File: src/src_pkg.sv
package src_pkg;

    // Byte locations
    localparam int unsigned NUM_TIME_BYTES = 8;
    localparam int unsigned NUM_CTL_BYTES  = 12;
    localparam logic [7:0]  CTL_BASE       = 8'h08;
    localparam logic [7:0]  LAST_ADDR      = 8'h13;
    localparam logic [7:0]  A_FLAGS        = 8'h0F;
    localparam int unsigned CI_CTRL        = 0;
    localparam int unsigned CI_ALM_MON     = 2;
    localparam int unsigned CI_ALM_DATE    = 3;
    localparam int unsigned CI_ALM_HOUR    = 4;
    localparam int unsigned CI_ALM_MIN     = 5;
    localparam int unsigned CI_ALM_SEC     = 6;
    localparam int unsigned CI_FLAGS       = 7;
    localparam int unsigned CI_SQW         = 11;

    // Field positions
    localparam int unsigned CTRL_OUT_BIT   = 7;
    localparam int unsigned CTRL_FT_BIT    = 6;
    localparam int unsigned ALM_IRQ_BIT    = 7;
    localparam int unsigned FLAG_ALM_BIT   = 6;
    localparam int unsigned SQW_EN_BIT     = 7;

    // Time base
    localparam int unsigned CRYSTAL_HZ     = 32768;
    localparam int unsigned HUND_PER_S     = 100;
    localparam int unsigned FT_DIV_BITS    = 6;
    localparam logic [7:0]  SQW_HALF       = 8'h50;

    typedef struct packed {
        logic [1:0] cent;
        logic [7:0] year;
        logic [7:0] month;
        logic [7:0] date;
        logic [7:0] day;
        logic [7:0] hour;
        logic [7:0] min;
        logic [7:0] sec;
        logic [7:0] hund;
    } src_time_t;

    localparam src_time_t TIME_RST = {2'h0, 8'h00, 8'h01, 8'h01, 8'h01,
                                      8'h00, 8'h00, 8'h00, 8'h00};

    typedef enum logic [3:0] {
        S_IDLE  = 4'h0,
        S_ADDR  = 4'h1,
        S_AACK  = 4'h2,
        S_PTR   = 4'h3,
        S_PACK  = 4'h4,
        S_WDATA = 4'h5,
        S_WACK  = 4'h6,
        S_RDATA = 4'h7,
        S_RACK  = 4'h8
    } src_i2c_st_t;

    function automatic logic [7:0] bcd_inc(input logic [7:0] v);
        if (v[3:0] == 4'h9) begin
            return {4'(v[7:4] + 4'h1), 4'h0};
        end
        return {v[7:4], 4'(v[3:0] + 4'h1)};
    endfunction

    // Years 00 to 99 in BCD; 2100 is not special
    function automatic logic [7:0] days_in_month(input logic [7:0] m,
                                                 input logic [7:0] y);
        logic leap;
        leap = y[4] ? (y[3:0] == 4'h2 || y[3:0] == 4'h6)
                    : (y[3:0] == 4'h0 || y[3:0] == 4'h4 || y[3:0] == 4'h8);
        case (m)
            8'h02:   return leap ? 8'h29 : 8'h28;
            8'h04, 8'h06, 8'h09, 8'h11: return 8'h30;
            default: return 8'h31;
        endcase
    endfunction

    function automatic logic [7:0] time_byte(input src_time_t t,
                                             input logic [2:0] idx);
        case (idx)
            3'h0:    return t.hund;
            3'h1:    return t.sec;
            3'h2:    return t.min;
            3'h3:    return {t.cent, t.hour[5:0]};
            3'h4:    return t.day;
            3'h5:    return t.date;
            3'h6:    return t.month;
            default: return t.year;
        endcase
    endfunction

    function automatic logic [7:0] nxt_ptr(input logic [7:0] p);
        return (p >= LAST_ADDR) ? 8'h00 : 8'(p + 8'h01);
    endfunction

endpackage

File: src/src_core.sv
`timescale 1ns/10ps
module src_core
    import src_pkg::*;
#(
    parameter logic [6:0] DEV_ADDR = 7'h5A // Arbitrary bus address
) (
    // Clock and reset
    input  wire logic i_clk,
    input  wire logic i_srst,
    // Crystal
    input  wire logic i_crystal_in,
    output logic      o_crystal_out,
    // Power sense
    input  wire logic i_main_power_ok,
    output logic      o_on_backup,
    // Two-wire link
    input  wire logic i_scl,
    input  wire logic i_sda,
    output logic      o_sda,
    output logic      o_sda_oe,
    // Shared open-drain pin
    output logic      o_shared_open_drain_output,
    output logic      o_shared_open_drain_output_oe,
    // Time view
    output src_time_t o_time,
    output logic      o_sec_tick
);

    typedef struct packed {
        logic                               scl1;
        logic                               scl2;
        logic                               scl3;
        logic                               sda1;
        logic                               sda2;
        logic                               sda3;
        logic                               pw1;
        logic                               pw2;
        logic                               backup;
        src_i2c_st_t                        st;
        logic [7:0]                         sh;
        logic [2:0]                         cnt;
        logic                               done;
        logic                               rw;
        logic                               nack;
        logic [7:0]                         ptr;
        logic                               sda_oe;
        logic                               out_oe;
        logic                               wr;
        logic [2:0]                         widx;
        logic [7:0]                         wdata;
        logic [NUM_CTL_BYTES-1:0][7:0]      ctl;
    } src_core_st_t;

    src_core_st_t q, n;
    src_time_t    cal_time;
    logic         cal_sec;
    logic         ft_wave;
    logic         sr;
    logic         sf;
    logic         start;
    logic         stop;
    logic         load_rd;
    logic         alarm_hit;
    logic         irq;
    logic [7:0]   rd;
    logic [3:0]   cidx;
    logic [3:0]   ridx;

    // Timekeeping runs on regardless of the supply in use
    src_cal u_cal (
        .i_clk         (i_clk),
        .i_srst        (i_srst),
        .i_crystal_in  (i_crystal_in),
        .o_crystal_out (o_crystal_out),
        .i_wr          (q.wr),
        .i_widx        (q.widx),
        .i_wdata       (q.wdata),
        .o_time        (cal_time),
        .o_sec_tick    (cal_sec),
        .o_ft_wave     (ft_wave)
    );

    // Line events from synchronised levels only
    always_comb begin
        sr = q.scl2 & ~q.scl3;
        sf = ~q.scl2 & q.scl3;
        start = q.scl2 & q.scl3 & q.sda3 & ~q.sda2;
        stop = q.scl2 & q.scl3 & ~q.sda3 & q.sda2;
        cidx = 4'(q.ptr - CTL_BASE);
        alarm_hit = cal_sec
            && ({1'b0, q.ctl[CI_ALM_MON][6:0]} == cal_time.month)
            && (q.ctl[CI_ALM_DATE] == cal_time.date)
            && (q.ctl[CI_ALM_HOUR] == cal_time.hour)
            && (q.ctl[CI_ALM_MIN] == cal_time.min)
            && (q.ctl[CI_ALM_SEC] == cal_time.sec);
        irq = q.ctl[CI_FLAGS][FLAG_ALM_BIT] & q.ctl[CI_ALM_MON][ALM_IRQ_BIT];
    end

    // Serial slave, register bytes, alarm and pin sharing
    always_comb begin
        n = q;
        n.wr = 1'b0;
        load_rd = 1'b0;
        rd = 8'h00;
        ridx = 4'h0;
        n.scl1 = i_scl;
        n.scl2 = q.scl1;
        n.scl3 = q.scl2;
        n.sda1 = i_sda;
        n.sda2 = q.sda1;
        n.sda3 = q.sda2;
        n.pw1 = i_main_power_ok;
        n.pw2 = q.pw1;
        n.backup = ~q.pw2;
        // Bits are taken on the rising clock edge
        if (sr) begin
            case (q.st)
                S_ADDR, S_PTR, S_WDATA: begin
                    n.sh = {q.sh[6:0], q.sda2};
                    n.cnt = q.cnt + 3'h1;
                    n.done = (q.cnt == 3'h7);
                end
                S_RDATA: begin
                    n.cnt = q.cnt + 3'h1;
                    n.done = (q.cnt == 3'h7);
                end
                S_RACK: n.nack = q.sda2;
                default: ;
            endcase
        end
        // Data line only changes while the clock is low
        if (sf) begin
            case (q.st)
                S_ADDR: if (q.done) begin
                    n.done = 1'b0;
                    if (q.sh[7:1] == DEV_ADDR) begin
                        n.rw = q.sh[0];
                        n.st = S_AACK;
                        n.sda_oe = 1'b1;
                    end else begin
                        n.st = S_IDLE;
                    end
                end
                S_AACK: begin
                    n.sda_oe = 1'b0;
                    n.cnt = 3'h0;
                    if (q.rw) begin
                        load_rd = 1'b1;
                    end else begin
                        n.st = S_PTR;
                    end
                end
                S_PTR: if (q.done) begin
                    n.done = 1'b0;
                    n.ptr = (q.sh > LAST_ADDR) ? 8'h00 : q.sh;
                    n.st = S_PACK;
                    n.sda_oe = 1'b1;
                end
                S_PACK, S_WACK: begin
                    n.sda_oe = 1'b0;
                    n.cnt = 3'h0;
                    n.st = S_WDATA;
                end
                S_WDATA: if (q.done) begin
                    n.done = 1'b0;
                    if (q.ptr < CTL_BASE) begin
                        n.wr = 1'b1;
                        n.widx = q.ptr[2:0];
                        n.wdata = q.sh;
                    end else begin
                        n.ctl[cidx] = q.sh;
                    end
                    n.ptr = nxt_ptr(q.ptr);
                    n.st = S_WACK;
                    n.sda_oe = 1'b1;
                end
                S_RDATA: if (q.done) begin
                    n.done = 1'b0;
                    n.sda_oe = 1'b0;
                    n.ptr = nxt_ptr(q.ptr);
                    n.st = S_RACK;
                end else begin
                    n.sh = {q.sh[6:0], 1'b0};
                    n.sda_oe = ~q.sh[6];
                end
                S_RACK: begin
                    n.cnt = 3'h0;
                    if (q.nack) begin
                        n.st = S_IDLE;
                    end else begin
                        load_rd = 1'b1;
                    end
                end
                default: ;
            endcase
        end
        // Read clears the alarm flag; a hit below still wins
        if (load_rd) begin
            ridx = 4'(q.ptr - CTL_BASE);
            if (q.ptr < CTL_BASE) begin
                rd = time_byte(cal_time, q.ptr[2:0]);
            end else begin
                rd = q.ctl[ridx];
            end
            if (q.ptr == A_FLAGS) begin
                n.ctl[CI_FLAGS][FLAG_ALM_BIT] = 1'b0;
            end
            n.sh = rd;
            n.sda_oe = ~rd[7];
            n.st = S_RDATA;
        end
        if (start) begin
            n.st = S_ADDR;
            n.cnt = 3'h0;
            n.done = 1'b0;
            n.sda_oe = 1'b0;
        end
        if (stop) begin
            n.st = S_IDLE;
            n.sda_oe = 1'b0;
        end
        // On backup the link is deselected, the clock is not
        if (q.backup) begin
            n.st = S_IDLE;
            n.sda_oe = 1'b0;
        end
        // Alarm compare ignores the supply state
        if (alarm_hit) begin
            n.ctl[CI_FLAGS][FLAG_ALM_BIT] = 1'b1;
        end
        // Pin priority: interrupt, test tone, square wave, level
        if (irq) begin
            n.out_oe = 1'b1;
        end else if (q.ctl[CI_CTRL][CTRL_FT_BIT]) begin
            n.out_oe = ~ft_wave;
        end else if (q.ctl[CI_SQW][SQW_EN_BIT]) begin
            n.out_oe = (cal_time.hund < SQW_HALF);
        end else begin
            n.out_oe = ~q.ctl[CI_CTRL][CTRL_OUT_BIT];
        end
    end

    // Lines idle high after reset so no false start is seen
    always_ff @(posedge i_clk) begin
        if (i_srst) begin
            q <= '0;
            q.scl1 <= 1'b1;
            q.scl2 <= 1'b1;
            q.scl3 <= 1'b1;
            q.sda1 <= 1'b1;
            q.sda2 <= 1'b1;
            q.sda3 <= 1'b1;
            q.pw1 <= 1'b1;
            q.pw2 <= 1'b1;
            q.st <= S_IDLE;
        end else begin
            q <= n;
        end
    end

    assign o_sda = 1'b0;
    assign o_sda_oe = q.sda_oe;
    assign o_on_backup = q.backup;
    assign o_shared_open_drain_output = 1'b0;
    assign o_shared_open_drain_output_oe = q.out_oe;
    assign o_time = cal_time;
    assign o_sec_tick = cal_sec;

    chk_ptr_write: assert property (@(posedge i_clk) disable iff (i_srst)
        (q.st == S_WDATA && n.st == S_WACK)
        |=> (q.ptr == nxt_ptr($past(q.ptr))))
        else $error("pointer did not step after write");
    chk_ptr_read: assert property (@(posedge i_clk) disable iff (i_srst)
        (q.st == S_RDATA && n.st == S_RACK)
        |=> (q.ptr == nxt_ptr($past(q.ptr))))
        else $error("pointer did not step after read");
    chk_ctl_store: assert property (@(posedge i_clk) disable iff (i_srst)
        (q.st == S_WDATA && n.st == S_WACK && q.ptr == CTL_BASE)
        |=> (q.ctl[CI_CTRL] == $past(q.sh)))
        else $error("control byte not stored");
    chk_backup_desel: assert property (@(posedge i_clk) disable iff (i_srst)
        q.backup |=> (!o_sda_oe && q.st == S_IDLE))
        else $error("link driven while on backup");
    chk_alarm_flag: assert property (@(posedge i_clk) disable iff (i_srst)
        alarm_hit |=> q.ctl[CI_FLAGS][FLAG_ALM_BIT])
        else $error("alarm hit did not set flag");
    chk_shared_irq: assert property (@(posedge i_clk) disable iff (i_srst)
        irq |=> o_shared_open_drain_output_oe)
        else $error("interrupt not on shared pin");
    chk_ack_drive: assert property (@(posedge i_clk) disable iff (i_srst)
        (q.st == S_AACK || q.st == S_PACK || q.st == S_WACK) |-> o_sda_oe)
        else $error("acknowledge not driven");

endmodule

File: src/src_cal.sv
`timescale 1ns/10ps
module src_cal
    import src_pkg::*;
#(
    parameter int unsigned XTAL_HZ = CRYSTAL_HZ
) (
    // Clock and reset
    input  wire logic       i_clk,
    input  wire logic       i_srst,
    // Crystal
    input  wire logic       i_crystal_in,
    output logic            o_crystal_out,
    // Byte load
    input  wire logic       i_wr,
    input  wire logic [2:0] i_widx,
    input  wire logic [7:0] i_wdata,
    // Time out
    output src_time_t       o_time,
    output logic            o_sec_tick,
    output logic            o_ft_wave
);

    initial begin
        if (XTAL_HZ <= HUND_PER_S || XTAL_HZ >= 65536) begin
            $error("src_cal: crystal rate out of range");
        end
    end

    localparam logic [16:0] XTAL = 17'(XTAL_HZ);
    localparam logic [16:0] STEP = 17'(HUND_PER_S);

    typedef struct packed {
        logic                   xs1;
        logic                   xs2;
        logic                   xprev;
        logic                   xo;
        logic [15:0]            acc;
        logic [FT_DIV_BITS-1:0] div;
        logic                   tick;
        logic                   sec_tick;
        src_time_t              t;
    } src_cal_st_t;

    src_cal_st_t q, n;
    logic        edge_x;
    logic [16:0] sum;
    logic        c;

    // Fractional divider: 100 per edge, wrap at crystal rate
    always_comb begin
        n = q;
        n.tick = 1'b0;
        n.sec_tick = 1'b0;
        n.xs1 = i_crystal_in;
        n.xs2 = q.xs1;
        n.xprev = q.xs2;
        n.xo = ~q.xs2;
        edge_x = q.xs2 & ~q.xprev;
        sum = 17'(q.acc) + STEP;
        c = 1'b0;
        if (edge_x) begin
            n.div = q.div + 1'b1;
            if (sum >= XTAL) begin
                n.acc = 16'(sum - XTAL);
                n.tick = 1'b1;
            end else begin
                n.acc = sum[15:0];
            end
        end
        // Carry chain; each unit steps only on the carry below
        if (q.tick) begin
            if (q.t.hund == 8'h99) begin
                n.t.hund = 8'h00;
                c = 1'b1;
                n.sec_tick = 1'b1;
            end else begin
                n.t.hund = bcd_inc(q.t.hund);
            end
            if (c) begin
                c = (q.t.sec == 8'h59);
                n.t.sec = c ? 8'h00 : bcd_inc(q.t.sec);
            end
            if (c) begin
                c = (q.t.min == 8'h59);
                n.t.min = c ? 8'h00 : bcd_inc(q.t.min);
            end
            if (c) begin
                c = (q.t.hour >= 8'h23);
                n.t.hour = c ? 8'h00 : bcd_inc(q.t.hour);
            end
            if (c) begin
                n.t.day = (q.t.day >= 8'h07) ? 8'h01 : bcd_inc(q.t.day);
                c = (q.t.date >= days_in_month(q.t.month, q.t.year));
                n.t.date = c ? 8'h01 : bcd_inc(q.t.date);
            end
            if (c) begin
                c = (q.t.month >= 8'h12);
                n.t.month = c ? 8'h01 : bcd_inc(q.t.month);
            end
            if (c) begin
                c = (q.t.year == 8'h99);
                n.t.year = c ? 8'h00 : bcd_inc(q.t.year);
            end
            if (c) begin
                n.t.cent = q.t.cent + 2'h1;
            end
        end
        // A load beats the tick for the byte written
        if (i_wr) begin
            case (i_widx)
                3'h0: n.t.hund = i_wdata;
                3'h1: n.t.sec = i_wdata;
                3'h2: n.t.min = i_wdata;
                3'h3: begin
                    n.t.cent = i_wdata[7:6];
                    n.t.hour = {2'h0, i_wdata[5:0]};
                end
                3'h4: n.t.day = i_wdata;
                3'h5: n.t.date = i_wdata;
                3'h6: n.t.month = i_wdata;
                default: n.t.year = i_wdata;
            endcase
        end
    end

    always_ff @(posedge i_clk) begin
        if (i_srst) begin
            q <= '0;
            q.t <= TIME_RST;
        end else begin
            q <= n;
        end
    end

    assign o_time = q.t;
    assign o_sec_tick = q.sec_tick;
    assign o_ft_wave = q.div[FT_DIV_BITS-1];
    assign o_crystal_out = q.xo;

    chk_hund_wrap: assert property (@(posedge i_clk) disable iff (i_srst)
        (q.tick && q.t.hund == 8'h99 && !i_wr)
        |=> (q.t.hund == 8'h00 && q.sec_tick))
        else $error("hundredths did not wrap with carry");
    chk_tick_edge: assert property (@(posedge i_clk) disable iff (i_srst)
        $rose(q.tick) |-> $past(edge_x))
        else $error("hundredth tick without crystal edge");
    chk_hour_range: assert property (@(posedge i_clk) disable iff (i_srst)
        q.t.hour <= 8'h23)
        else $error("hour outside 24-hour range");
    chk_date_limit: assert property (@(posedge i_clk) disable iff (i_srst)
        q.t.date <= days_in_month(q.t.month, q.t.year))
        else $error("date past end of month");
    chk_bcd_digits: assert property (@(posedge i_clk) disable iff (i_srst)
        q.t.sec[3:0] <= 4'h9 && q.t.min[3:0] <= 4'h9 && q.t.hund[3:0] <= 4'h9)
        else $error("time byte not BCD");

endmodule

File: config.mk
export PLATFORM = sky130hd
export DESIGN_NAME = src_core
export DESIGN_NICKNAME = d
export VERILOG_FILES = /design/src/src_pkg.sv /design/src/src_core.sv /design/src/src_cal.sv
export SDC_FILE = /design/constraint.sdc
export NUM_CORES = 1
export LEC_CHECK = 0
export ABC_AREA = 1
export CORE_AREA = 2 2 176 195
export CTS_CLUSTER_SIZE = 16
export DETAILED_ROUTE_END_ITERATION = 10
export DIE_AREA = 0 0 178 197
export DONT_BUFFER_PORTS = 1
export PLACE_DENSITY_LB_ADDON = 0.25
export SLEW_MARGIN = 20
export SYNTH_ARGS = -nofsm -noshare
export SYNTH_HDL_FRONTEND = slang
export SYNTH_SLANG_ARGS = --single-unit
File: constraint.sdc
create_clock -name i_clk -period 3.15 [get_ports i_clk]
set_input_delay 0.63 -clock i_clk [delete_from_list [all_inputs] [get_ports i_clk]]
set_output_delay 0.63 -clock i_clk [all_outputs]
set_load 0.02 [all_outputs]
# ---- Word level (Yosys, flattened, before mapping)
# Index checks and enable logic that the tools add are counted.
dict set report word_totals {
  reg_bits 239
  latch_bits 0
  mem_bits_rw 0
  rom_bits 0
  inputBits 6
  elab_cells 368
  mem_count 0
}
dict set report classes {
  add_sub_neg 23
  mul 0
  div 0
  n_lt_le_gt_ge 11
  eq_ne 68
  n_shift 0
  n_mux 144
  bitwise 26
  reduce_logical 43
}
# cell count
set ops {}
lappend ops {{2-to-1 mux 8 bit} 49}
lappend ops {{2-to-1 mux 63 bit} 4}
lappend ops {{2-to-1 mux 66 bit} 2}
lappend ops {{bitwise mux 96 bit} 1}
lappend ops {{adder 4 x 1 -> 4 bit, second input constant} 16}
lappend ops {{2-to-1 mux 1 bit} 59}
lappend ops {{case mux 8 bit (7 select lines)} 1}
lappend ops {{2-to-1 mux 16 bit} 3}
lappend ops {{equality test 4 bit, second input constant} 10}
lappend ops {{binary-select mux 8 bit (select 4 bit)} 1}
lappend ops {{demux 8 bit (select 4 bit)} 1}
lappend ops {{equality test 8 bit} 4}
lappend ops {{2-to-1 mux 4 bit} 7}
lappend ops {{case mux 4 bit (7 select lines)} 1}
lappend ops {{equality test 4 x 3 -> 1 bit, second input constant} 6}
lappend ops {{2-to-1 mux 12 bit} 2}
lappend ops {{inequality test 4 bit, second input constant} 6}
lappend ops {{case mux 8 bit (3 select lines)} 1}
lappend ops {{AND reduction 8 bit} 3}
lappend ops {{equality test 3 bit, second input constant} 7}
lappend ops {{inequality test 3 bit, second input constant} 7}
lappend ops {{OR reduction 4 bit} 5}
lappend ops {{2-to-1 mux 9 bit} 2}
lappend ops {{adder 16 x 7 -> 17 bit, second input constant} 1}
lappend ops {{other kinds (55)} 116}

# ---- Depth between registers and ports, before layout
# Gate-level depths: netlist of run 1.
dict set report depth {
  depth_word 24
  depth_mapped 22
  mapped_depth_nobuf 21
}

# ---- Cells and area by module
# Synthesis of run 1 repeated with hierarchy kept, for this count alone.
dict set report unflattened {
  hier_cells 2238
  area_unflattened_um2 14450.1
}
# mod instances cells_each area_per_inst_um2 seq_area_each_um2
set by_module_without_submodules {}
lappend by_module_without_submodules {src_core 1 1330 8179.1 2902.8}
lappend by_module_without_submodules {src_cal 1 908 6271.0 1841.8}

# ---- Worst setup path before layout of run 1
# No wires, ideal clock.
dict set report synth_timing {
  kind {flip-flop to flip-flop}
  startpoint {register u_cal.q, in the netlist u_cal.o_time[48]}
  endpoint {register u_cal.q, in the netlist u_cal.o_time[62]}
  setup_time_ns 0.109
  arrival_ns 2.302
  setup_slack_ns 0.738
  path_stages_with_launch 20
  n_path_buf 0
  path_cell_list {dfxtp_1 > inv_1 > nor2_1 > nand3_1 > inv_1 > a31oi_1 > o22ai_1 > o21ai_0 > ha_1 > nand2_1 > nor2_1 > nand2_1 > nand3_1 > nand3_2 > nand2_1 > nand2_1 > nand2_1 > nand3_1 > nand2_1 > inv_1}
}
dict set report synth_via {
  elab_chain_len 14
  elab_cells_between_ends 19
}
# element line
set synth_lines {}
lappend synth_lines {{start: declaration} src_cal.sv:44} ;# src_cal_st_t q, n;
lappend synth_lines {{start signal: assignment} src_cal.sv:131} ;# q <= n;
lappend synth_lines {{equality test 8 x 3 -> 1 bit (tied with other cells)} src_pkg.sv:71} ;# case (m)
lappend synth_lines {{OR reduction 4 bit} src_pkg.sv:71}
lappend synth_lines {{case mux 8 bit (2 select lines)} src_pkg.sv:71}
lappend synth_lines {{2-to-1 mux 8 bit} src_cal.sv:91} ;# if (c) begin
lappend synth_lines {{2-to-1 mux 8 bit} src_cal.sv:71} ;# if (q.tick) begin
lappend synth_lines {{greater-or-equal comparator 8 bit} src_cal.sv:93} ;# c = (q.t.date >= days_in_month(q.t.month, q.t.year));
lappend synth_lines {{2-to-1 mux 1 bit} src_cal.sv:91}
lappend synth_lines {{2-to-1 mux 1 bit} src_cal.sv:71}
lappend synth_lines {{2-to-1 mux 1 bit *} src_cal.sv:96} ;# if (c) begin
lappend synth_lines {{2-to-1 mux 1 bit *} src_cal.sv:71}
lappend synth_lines {{2-to-1 mux 8 bit *} src_cal.sv:100} ;# if (c) begin
lappend synth_lines {{2-to-1 mux 66 bit *} src_cal.sv:71}
lappend synth_lines {{2-to-1 mux 8 bit} src_cal.sv:110} ;# case (i_widx)
lappend synth_lines {{2-to-1 mux 66 bit *} src_cal.sv:109} ;# if (i_wr) begin
# Mark *: on every way between the ends. The rest lies on a longest branch, timed or not. The select of a mux whose other input is x is not followed.
# A chain may end at the register's enable or synchronous reset.

# ---- Final worst setup path of run 1
dict set report layout_timing {
  startpoint {register u_cal.q, in the netlist u_cal.o_time[51]}
  endpoint {register u_cal.q, in the netlist u_cal.o_time[49]}
}
dict set report layout_via {
  elab_chain_len 12
  elab_cells_between_ends 23
}
# element line
set layout_lines {}
lappend layout_lines {{equality test 8 x 3 -> 1 bit (tied with other cells)} src_pkg.sv:71}
lappend layout_lines {{OR reduction 4 bit} src_pkg.sv:71}
lappend layout_lines {{case mux 8 bit (2 select lines)} src_pkg.sv:71}
lappend layout_lines {{2-to-1 mux 8 bit} src_cal.sv:91}
lappend layout_lines {{2-to-1 mux 8 bit} src_cal.sv:71}
lappend layout_lines {{greater-or-equal comparator 8 bit} src_cal.sv:93}
lappend layout_lines {{2-to-1 mux 1 bit} src_cal.sv:91}
lappend layout_lines {{2-to-1 mux 1 bit} src_cal.sv:71}
lappend layout_lines {{2-to-1 mux 8 bit *} src_cal.sv:96}
lappend layout_lines {{2-to-1 mux 66 bit *} src_cal.sv:71}
lappend layout_lines {{2-to-1 mux 8 bit} src_cal.sv:110}
lappend layout_lines {{2-to-1 mux 66 bit *} src_cal.sv:109}
# Marked as above.

==> results.toml, run 1 <==
[status]
outcome = "completed"

[timing]
tns_ps = 0
holdWs_ps = 149.5
rsz0062_at_grt = "false"
final-setup-viol-count = 0
worst_pin_slew_ps = 816.3
slew_headroom_pct = 45.51
skew_ps = 20.81
post-route-period-util_pct = 90.30
slew_violations = 0
max_freq_ghz = 0.3516
report.final.hold_viol_count = 0
min_period_ps = 2844
setup_ws_ps = 305.5

[setup_path]
slowest_stage = "dfxtp_1"
required_ps = 3600
cp-start-kind = "flop"
crit_start = "u_cal.o_time[51]"
r2r-end = "u_cal.o_time[49]"
path_max_fanout = 7
cpPeakStageDelay_ps = 400
crit_chain = "inv_1 > nand2_1 > nor3_2 > inv_1 > ha_1 > inv_1 > nor2_1 > nand2_1 > nand2_1 > inv_1 > nand2_1 > nand2_1 > nor2_4 > buf_4 > nand2_1 > nand2_1 > o21ai_1 > o21bai_1 > inv_1"
r2r_slack_ps = 310
reg2reg_depth = 19
r2r-start = "u_cal.o_time[51]"
path_class = "flop to flop"
end_kind = "flop"
cp_common_cell = "nand2_1"
worst-endpoint-arrival_ps = 3290

[drt]
drc = 0
ant_nets = 0
wl_mm = 45.20
vias_per_cell = 5.463
drt-pass1-iter-count = 5
drtIter0Drc = 1041
num_vias = 13160
wire_per_inst_um = 18.76

[global_route]
grt_use_total_pct = 25.70
grt_pass1_wl_mm = 70.53
grt_pass1_vias = 12390
grt_max_degree = 65
grt_antenna_before_repair = 0
globalRouteOverflowTotal = 0

[floorplan]
fp.dieW_um = 178
die_area_mm2 = 0.03507
die_h_um = 197
row_count = 70
start_util_pct = 41.63
coreArea_mm2 = 0.03302
ios = 79

[clocking]
clock_latency_ps = 570
clock_path_buffers = 3
cts_max_level = 1
cts.sinks = 237
cts_inserted_buffers = 27
cts-hold-fix-buffers = 0
cts_tree = "built"
root_buffer = "clkbuf_16"
clk_pin_slew_worst_paths_ps = 60

[placed_design]
routabilityCongestion = 0.9634
io_buffers = 0
pre_cts_ws_ps = 105.3
dp_hpwl_mm = 32.94

[worst_hold_path]
min_to = "o_on_backup"
whs_path_depth = 1
min_path_type = "primary input to flop"
hp-start = "i_srst"

[synthesis]
synth_fa_ha_area_share_pct = 3.641
synth_seq_cells = 237
ys_seq_area_share_pct = 34.52
synth_compound_area_share_pct = 23.77
yosys.area_share.simple_pct = 21.47
synth_edf_count = 0
synth_top_family_by_area = "compound AO/OA/AOI/OAI gates"
ys.flop_type = "dfxtp_1"
synthesis.area_mm2 = 0.01375
synth_warnings = 0
synth_xor_area_share_pct = 1.975
synth_cell_type_count = 51
syn_inst = 2030
syn_avg_cell_area_um2 = 6.771
async_reset_ff_share_pct = 0
synth.mux.area_fraction_pct = 0

[power]
leakage_nw = 5.846
ir_worst_vdd_uv = 344.1
power_density_mw_per_mm2 = 432.6
power_mw = 6.344

[cells_and_area]
n_antenna_cell = 0
drive_gt1_share_pct = 6.727
area_growth_pct = 6.672
final_nets = 2005

[run]
drv_cap = 0
final cells by class:
cell class	instances	area, um^2
fill	3423	18360
multi-input combinational	1348	7013
sequential	237	4745
inverter	298	1121
clock buffer	40	764.5
tap	432	540.5
timing repair buffer	47	365.4
clock inverter	7	113.9
cell families (layout without fill, tap and decap cells):
group	Yosys count	after routing
AND/OR/NAND/NOR	659	659
adder cells (fa/ha/maj)	40	40
buffers and inverters	446	392
flip-flops	237	237
other	1	2
AO/OA/AOI/OAI	616	616
XOR/XNOR	31	31
cell usage in the layout (no fill, tap or decap), drive strengths merged, types with 2 or more instances in the layout:
cell type / Yosys / layout
a211oi: 6 / 6
a21oi: 280 / 280
a221oi: 2 / 2
a22oi: 2 / 2
a31oi: 5 / 5
and3: 2 / 2
buf: 97 / 47
bufinv: 0 / 3
clkbuf: 51 / 40
clkinv: 3 / 6
conb: 1 / 2
dfxtp: 237 / 237
ha: 40 / 40
inv: 295 / 296
nand2: 318 / 318
nand3: 116 / 116
nand3b: 5 / 5
nand4: 20 / 20
nor2: 148 / 148
nor3: 30 / 30
nor3b: 2 / 2
nor4: 7 / 7
o2111ai: 5 / 5
o211ai: 18 / 18
o21ai: 258 / 258
o21bai: 3 / 3
o221ai: 5 / 5
o22ai: 27 / 27
o31ai: 2 / 2
or2: 10 / 10
xnor2: 7 / 7
xor2: 24 / 24
sequential cells by signal, summed over array words and instances, names as in the netlist:
name,count
n,5
o_on_backup,1
o_sda_oe,1
o_shared_open_drain_output_oe,1
q,137
u_cal.n,2
u_cal.o_crystal_out,1
u_cal.o_ft_wave,1
u_cal.o_sec_tick,1
u_cal.o_time,66
u_cal.q,21
per-layer routing:
layer  GRT usage (%)  vias up  wire length (um)
met5               0        -                 0
met4           13.84        0              2540
met3           3.549      124              2811
met2           42.45      460             20750
met1           32.27     6074             19100
li1                -     6502                 -
cell usage after synthesis, drive strengths merged, types with 3 or more instances:
master,n,area [um^2]
o21ai,258,1295
a211oi,6,45.04
o2111ai,5,43.79
nor3,30,155.1
clkbuf,51,192.7
o21bai,3,22.52
xor2,24,210.2
inv,295,1107
o22ai,27,168.9
xnor2,7,61.31
nand4,20,125.1
dfxtp,237,4745
nand3b,5,37.54
o221ai,5,43.79
nor4,7,43.79
buf,97,695.7
nor2,148,626.8
o211ai,18,135.1
or2,10,62.56
a21oi,280,1409
nand2,318,1216
a31oi,5,31.28
ha,40,500.5
nand3,116,650.6
clkinv,3,11.26
worst max-delay path, delay by kind of cell, from the launching register on:
kind            cells  cell delay, ps
compound gates      2             180
fa+ha+maj           1             320
buf+inv             6             640
flops               1             400
simple gates       10            1210
worst max path at each step:
stage                  endpoint  slack, ps
6_report       u_cal.o_time[49]        310
5_1_grt        u_cal.o_time[64]         20
4_1_cts        u_cal.o_time[63]         90
3_5_place_dp   u_cal.o_time[63]        110
3_3_place_gp   u_cal.o_time[49]        260
2_1_floorplan  u_cal.o_time[62]        740
power by group:
group	total, mW	internal, mW	switching (mW)	leakage, nW
combinational	0.129	0.0387	0.0904	3.50
clock	3.19	1.91	1.28	0.431
sequential	3.02	3.01	0.0113	1.91
timing repair:
action	in CTS	in global routing
resized for setup	0	3
setup endpoints to repair	0	22
setup buffers	0	0
hold endpoints to repair	0	0
per-stage QoR:
stage / utilization (%) / std cells / cell area (um^2)
2_1_floorplan: - / 2031 / 13750
3_3_place_gp: 41.70 / 2362 / 13770
3_5_place_dp: 41.70 / 2362 / 13770
4_1_cts: 44.36 / 2409 / 14650
5_1_grt: 44.41 / 2409 / 14660
6_report: 44.41 / 2409 / 14660
Note: power is estimated with default switching activity, not from simulation.
==> inputs of run 2 (changes only) <==
--- a/config.mk
+++ b/config.mk
@@ -7,8 +7,8 @@
 export LEC_CHECK = 0
 export ABC_AREA = 1
-export CORE_AREA = 2 2 176 195
+export CORE_AREA = 2 2 152 168
 export CTS_CLUSTER_SIZE = 16
 export DETAILED_ROUTE_END_ITERATION = 10
-export DIE_AREA = 0 0 178 197
+export DIE_AREA = 0 0 154 170
 export DONT_BUFFER_PORTS = 1
 export PLACE_DENSITY_LB_ADDON = 0.25
==> constraint.sdc (replaced) <==
create_clock -name i_clk -period 3.15 [get_ports i_clk]
set_input_delay 0.63 -clock i_clk [delete_from_list [all_inputs] [get_ports i_clk]]
set_output_delay 0.63 -clock i_clk [all_outputs]
set_load 0.005 [all_outputs]
==> run 2 against run 1 <==
Cell count is 5.6% lower; sequential power hardly changed; largest power group unchanged; fmax is 0.44% lower; clock power is 9.1% higher.
==> results.toml, run 2 (same netlist as run 1, synthesis figures left out) <==
[setup_path]
required_ps = 3620
end_kind = "flop"
r2r-start = "u_cal.o_time[48]"
worst-endpoint-arrival_ps = 3330
r2r_slack_ps = 290
reg2reg_depth = 19
path_max_fanout = 12
path_class = "flop to flop"
r2r-end = "u_cal.o_time[55]"
cp-start-kind = "flop"

[drt]
wl_met2_mm = 18.98
highest_layer = "met4"
ant_nets = 0
met1_length_mm = 17.60
wl_mm = 43.22
num_vias = 13360
vias_per_cell = 5.870
drtIter0Drc = 1154
drc = 0
wire_per_inst_um = 19.00
drt-pass1-iter-count = 6
wl_met3_mm = 3.687

[clocking]
clock_latency_ps = 560
clk_pin_slew_worst_paths_ps = 60
post_cts_buffers = 0
ctsResizeCount = 0
root_buffer = "clkbuf_16"
cts_inserted_buffers = 26
cts_tree = "built"
cts_max_level = 1
cts-hold-fix-buffers = 0
clock_path_buffers = 3
cts.sinks = 237

[cells_and_area]
final_cell_mix = "nand2_1, inv_1, a21oi_1, o21ai_0, dfxtp_1"
layout_commonest_cell = "nand2_1"
area_growth_pct = 5.552
top_register = "q"
drive_gt1_share_pct = 6.565
final_nets = 1991
n_antenna_cell = 0
final_area_mm2 = 0.01451
largest_reg_flops = 137
n_fill_cell = 2310

[global_route]
globalRouteOverflowTotal = 0
grt_pass1_wl_mm = 66.85
grt_pass1_vias = 12180
grt_max_degree = 71
grt_antenna_before_repair = 0
grt_use_total_pct = 32.17

[placed_design]
post_dp_cell_area_mm2 = 0.01352
routabilityCongestion = 0.9451
dp_hpwl_mm = 30.72
io_buffers = 0
pre_cts_ws_ps = 128.4

[worst_hold_path]
min_path_type = "primary input to flop"
min_to = "o_on_backup"
hp-start = "i_srst"
whs_path_depth = 1

[power]
leakage_nw = 5.821
power_mw = 6.627
ir_worst_vdd_uv = 527.8
power_density_mw_per_mm2 = 456.8

[floorplan]
fp.dieW_um = 154
die_area_mm2 = 0.02618
coreArea_mm2 = 0.02440
ios = 79
start_util_pct = 56.34
die_h_um = 170
row_count = 60

[timing]
report.final.hold_viol_count = 0
holdWs_ps = 143.9
slew_violations = 0
tns_ps = 0
slew_headroom_pct = 44.80
worst_pin_slew_ps = 819.3
setup_ws_ps = 292.9
rsz0062_at_grt = "false"
min_period_ps = 2857
final-setup-viol-count = 0
skew_ps = 26.92
post-route-period-util_pct = 90.70
max_freq_ghz = 0.3500

[run]
drv_cap = 0

[status]
outcome = "completed"
## run 2: cell types whose count changed in the layout (fill, tap and decap cells not counted), sizes merged
cell,delta
buf,-13
bufinv,+4
clkbuf,-8
clkinv,+5
clkinvlp,+2
inv,-2
## run 2: area by class of cell
class,count,area [um^2],area share [%]
multi-input combinational,1348,7013,48.34
sequential,237,4746,32.71
inverter,298,1120,7.718
clock buffer,32,703.2,4.847
tap,310,387.9,2.673
clock inverter,16,271.5,1.871
timing repair buffer,34,267.8,1.845
## run 2: report_power, final
group,leakage [nW],total (mW),internal [mW],switching (mW)
registers,1.91,3.02,3.01,0.00843
logic,3.43,0.127,0.0386,0.0879
clock network,0.475,3.48,2.16,1.32
total,5.82,6.63,5.21,1.42
## run 2: worst max-delay path by stage
| stage | from | to | slack, ps | depth (start not counted) |
|---|---|---|---|---|
| after global routing | u_cal.o_time[48] | u_cal.o_time[55] | 10 | 19 |
| after detailed placement | u_cal.o_time[48] | u_cal.o_time[60] | 130 | 19 |
| final | u_cal.o_time[48] | u_cal.o_time[55] | 290 | 19 |
| after CTS | u_cal.o_time[48] | u_cal.o_time[60] | 110 | 19 |
| after floorplan | u_cal.o_time[48] | u_cal.o_time[62] | 740 | 19 |
| after global placement | u_cal.o_time[48] | u_cal.o_time[58] | 170 | 19 |
## run 2: critical path, stage by stage (launching register included)
cell     delay, ps
dfxtp_2        410
inv_1           90
nor2_1         230
nand3_2        150
inv_1          130
a31oi_1         50
o22ai_1        130
o21ai_0        130
ha_1           300
nand2_1         50
nor2_1         120
nor2_1          60
nand2_1         60
nand2_1         80
nor2_2         110
buf_4          220
nand2_1        110
o21ai_0        180
nand2_1         70
a21oi_1        120
## run 2: metrics by stage
stage	cells	utilization (%)
floorplan	2031	-
finish	2275	59.47
CTS	2275	59.40
global placement	2227	55.41
detailed placement	2227	55.41
global route	2275	59.47
## run 2: per-layer routing
metal,vias up,GRT usage (%)
met5,-,0
met4,0,20.52
met3,165,6.112
met2,600,51.80
met1,6101,39.66
li1,6489,-
==> inputs of run 3 (changes only) <==
==> constraint.sdc (replaced) <==
create_clock -name i_clk -period 3.15 [get_ports i_clk]
set_input_delay 0.63 -clock i_clk [delete_from_list [all_inputs] [get_ports i_clk]]
set_output_delay 0.63 -clock i_clk [all_outputs]
set_load 0.02 [all_outputs]
==> run 3 against run 2 <==
Wire length shrank 0.80%; global-route usage shrank 0.15 points; worst hold slack gained 23 ps; sequential power is essentially flat; largest power group is now registers.
==> results.toml, run 3 (same netlist as run 1, synthesis figures left out) <==
[drt]
drt-pass1-iter-count = 6
wl_met3_mm = 3.786
wl_met2_mm = 19.22
drc = 0
ant_nets = 0
met1_length_mm = 16.93
wl_mm = 42.88
drtIter0Drc = 1352
num_vias = 13510
wire_per_inst_um = 18.83
highest_layer = "met4"
vias_per_cell = 5.933

[setup_path]
end_kind = "flop"
path_max_fanout = 9
path_class = "flop to flop"
crit_chain = "inv_1 > nor2_1 > inv_1 > nor3_2 > o2111ai_1 > o21ai_0 > ha_1 > nand2_1 > nor2_1 > nand2_1 > nand3_2 > nand3_2 > nand2_1 > nand3b_1 > a21oi_1"
cp-start-kind = "flop"
cp_common_cell = "nand2_1"
cpPeakStageDelay_ps = 490
slowest_stage = "dfxtp_1"
worst-endpoint-arrival_ps = 3420
r2r_slack_ps = 200
required_ps = 3620

[power]
p_seq_share_pct = 49.4
power_density_mw_per_mm2 = 424.5
intPower_mw = 4.741
leakage_nw = 5.779
swShare_pct = 22.47
power_mw = 6.115
switching_power_mw = 1.374
clkPwrFrac_pct = 48.5
comb_power_share_pct = 2.1
ir_worst_vdd_uv = 375.7

[timing]
max_freq_ghz = 0.3390
post-route-period-util_pct = 93.65
min_period_ps = 2950
worst_pin_slew_ps = 846.3
slew_headroom_pct = 42.98
tns_ps = 0
slew_violations = 0
final-setup-viol-count = 0
skew_ps = 10.96
report.final.hold_viol_count = 0
setup_ws_ps = 199.9

[run]
drv_cap = 0

[global_route]
grt_pass1_vias = 12260
grt_use_total_pct = 32.02
globalRouteOverflowTotal = 0
grt_pass1_wl_mm = 67.18
grt_max_degree = 102
grt_antenna_before_repair = 0

[clocking]
cts_tree = "built"
clock_latency_ps = 540
clk_pin_slew_worst_paths_ps = 60
cts.sinks = 237
clock_path_buffers = 3
cts_max_level = 1
root_buffer = "clkbuf_16"
cts_inserted_buffers = 26

[floorplan]
coreArea_mm2 = 0.02440
die_h_um = 170
die_area_mm2 = 0.02618
start_util_pct = 56.34
fp.dieW_um = 154
ios = 79
row_count = 60

[cells_and_area]
layout_commonest_cell = "nand2_1"
n_antenna_cell = 0
n_fill_cell = 2296
area_growth_pct = 4.806
drive_gt1_share_pct = 6.355
largest_reg_flops = 137
post-route-util_pct = 59.05
final_cell_mix = "nand2_1, inv_1, a21oi_1, o21ai_0, dfxtp_1"
top_register = "q"
final_nets = 1996
fin_cells = 2277

[placed_design]
pre_cts_ws_ps = -89.92
routabilityCongestion = 0.9904
dp_hpwl_mm = 30.62
dp.cells = 2231
io_buffers = 0

[status]
outcome = "completed"

[worst_hold_path]
min_path_type = "primary input to flop"
[run 3: cell count changes in the layout (fill, tap and decap cells not counted), sizes merged]
cell	previous run	this run
bufinv	7	1
buf	34	39
clkbuf	32	37
clkinv	11	10
clkinvlp	2	1
[run 3: power groups by stage]
stage | Sequential [mW] | Clock, mW | Combinational, mW
detailed placement | 3.09 | 0 | 0.126
global placement | 3.09 | 0 | 0.124
global route | 3.02 | 3.11 | 0.147
CTS | 3.02 | 2.99 | 0.126
floorplan | 3.08 | 0 | 0.112
finish | 3.02 | 2.97 | 0.128
[run 3: through the flow]
step | area (um^2) | hold WS (ps)
after floorplan | 13750 | 362.7
after global placement | 13560 | 372.1
after detailed placement | 13560 | 370.7
after CTS | 14380 | 142.7
after global routing | 14410 | 151.9
final | 14410 | 166.6
[run 3: area by class of cell]
cell class,count,area [um^2],area share (%)
clock inverters,8,78.83,0.5472
inverters,298,1120,7.773
clock buffers,37,732.0,5.081
repair buffers,39,330.3,2.293
flip-flops and latches,237,4745,32.93
multi-input cells,1348,7013,48.68
well taps,310,387.9,2.692
[run 3: repair_timing]
item,in CTS,in global routing
pin swaps,0,1
hold buffers,0,0
resized for setup,1,2
endpoints found under the setup margin,11,17
buffers inserted,0,1
[run 3: worst paths after layout]
kind	startpoint	end	cells after the start
setup reg to reg	u_cal.o_time[49]	u_cal.o_time[54]	15
setup / recovery	u_cal.o_time[49]	u_cal.o_time[54]	15
hold / removal	i_srst	o_on_backup	1
hold reg to reg	q[137]	o_on_backup	1
[run 3: critical path: cells and delay by family, from the launching register on]
kind / cells / cell delay [ps]
adders and majority gates: 1 / 290
buffers and inverters: 2 / 200
AOI/OAI and AO/OA: 3 / 460
DFF: 1 / 490
and+or+nand+nor: 9 / 1440
[run 3: metal layers]
| metal | GRT usage [%] | vias up |
|---|---|---|
| met1 | 40.59 | 6173 |
| met5 | 0 | - |
| li1 | - | 6487 |
| met3 | 4.940 | 174 |
| met4 | 18.85 | 0 |
| met2 | 51.82 | 675 |
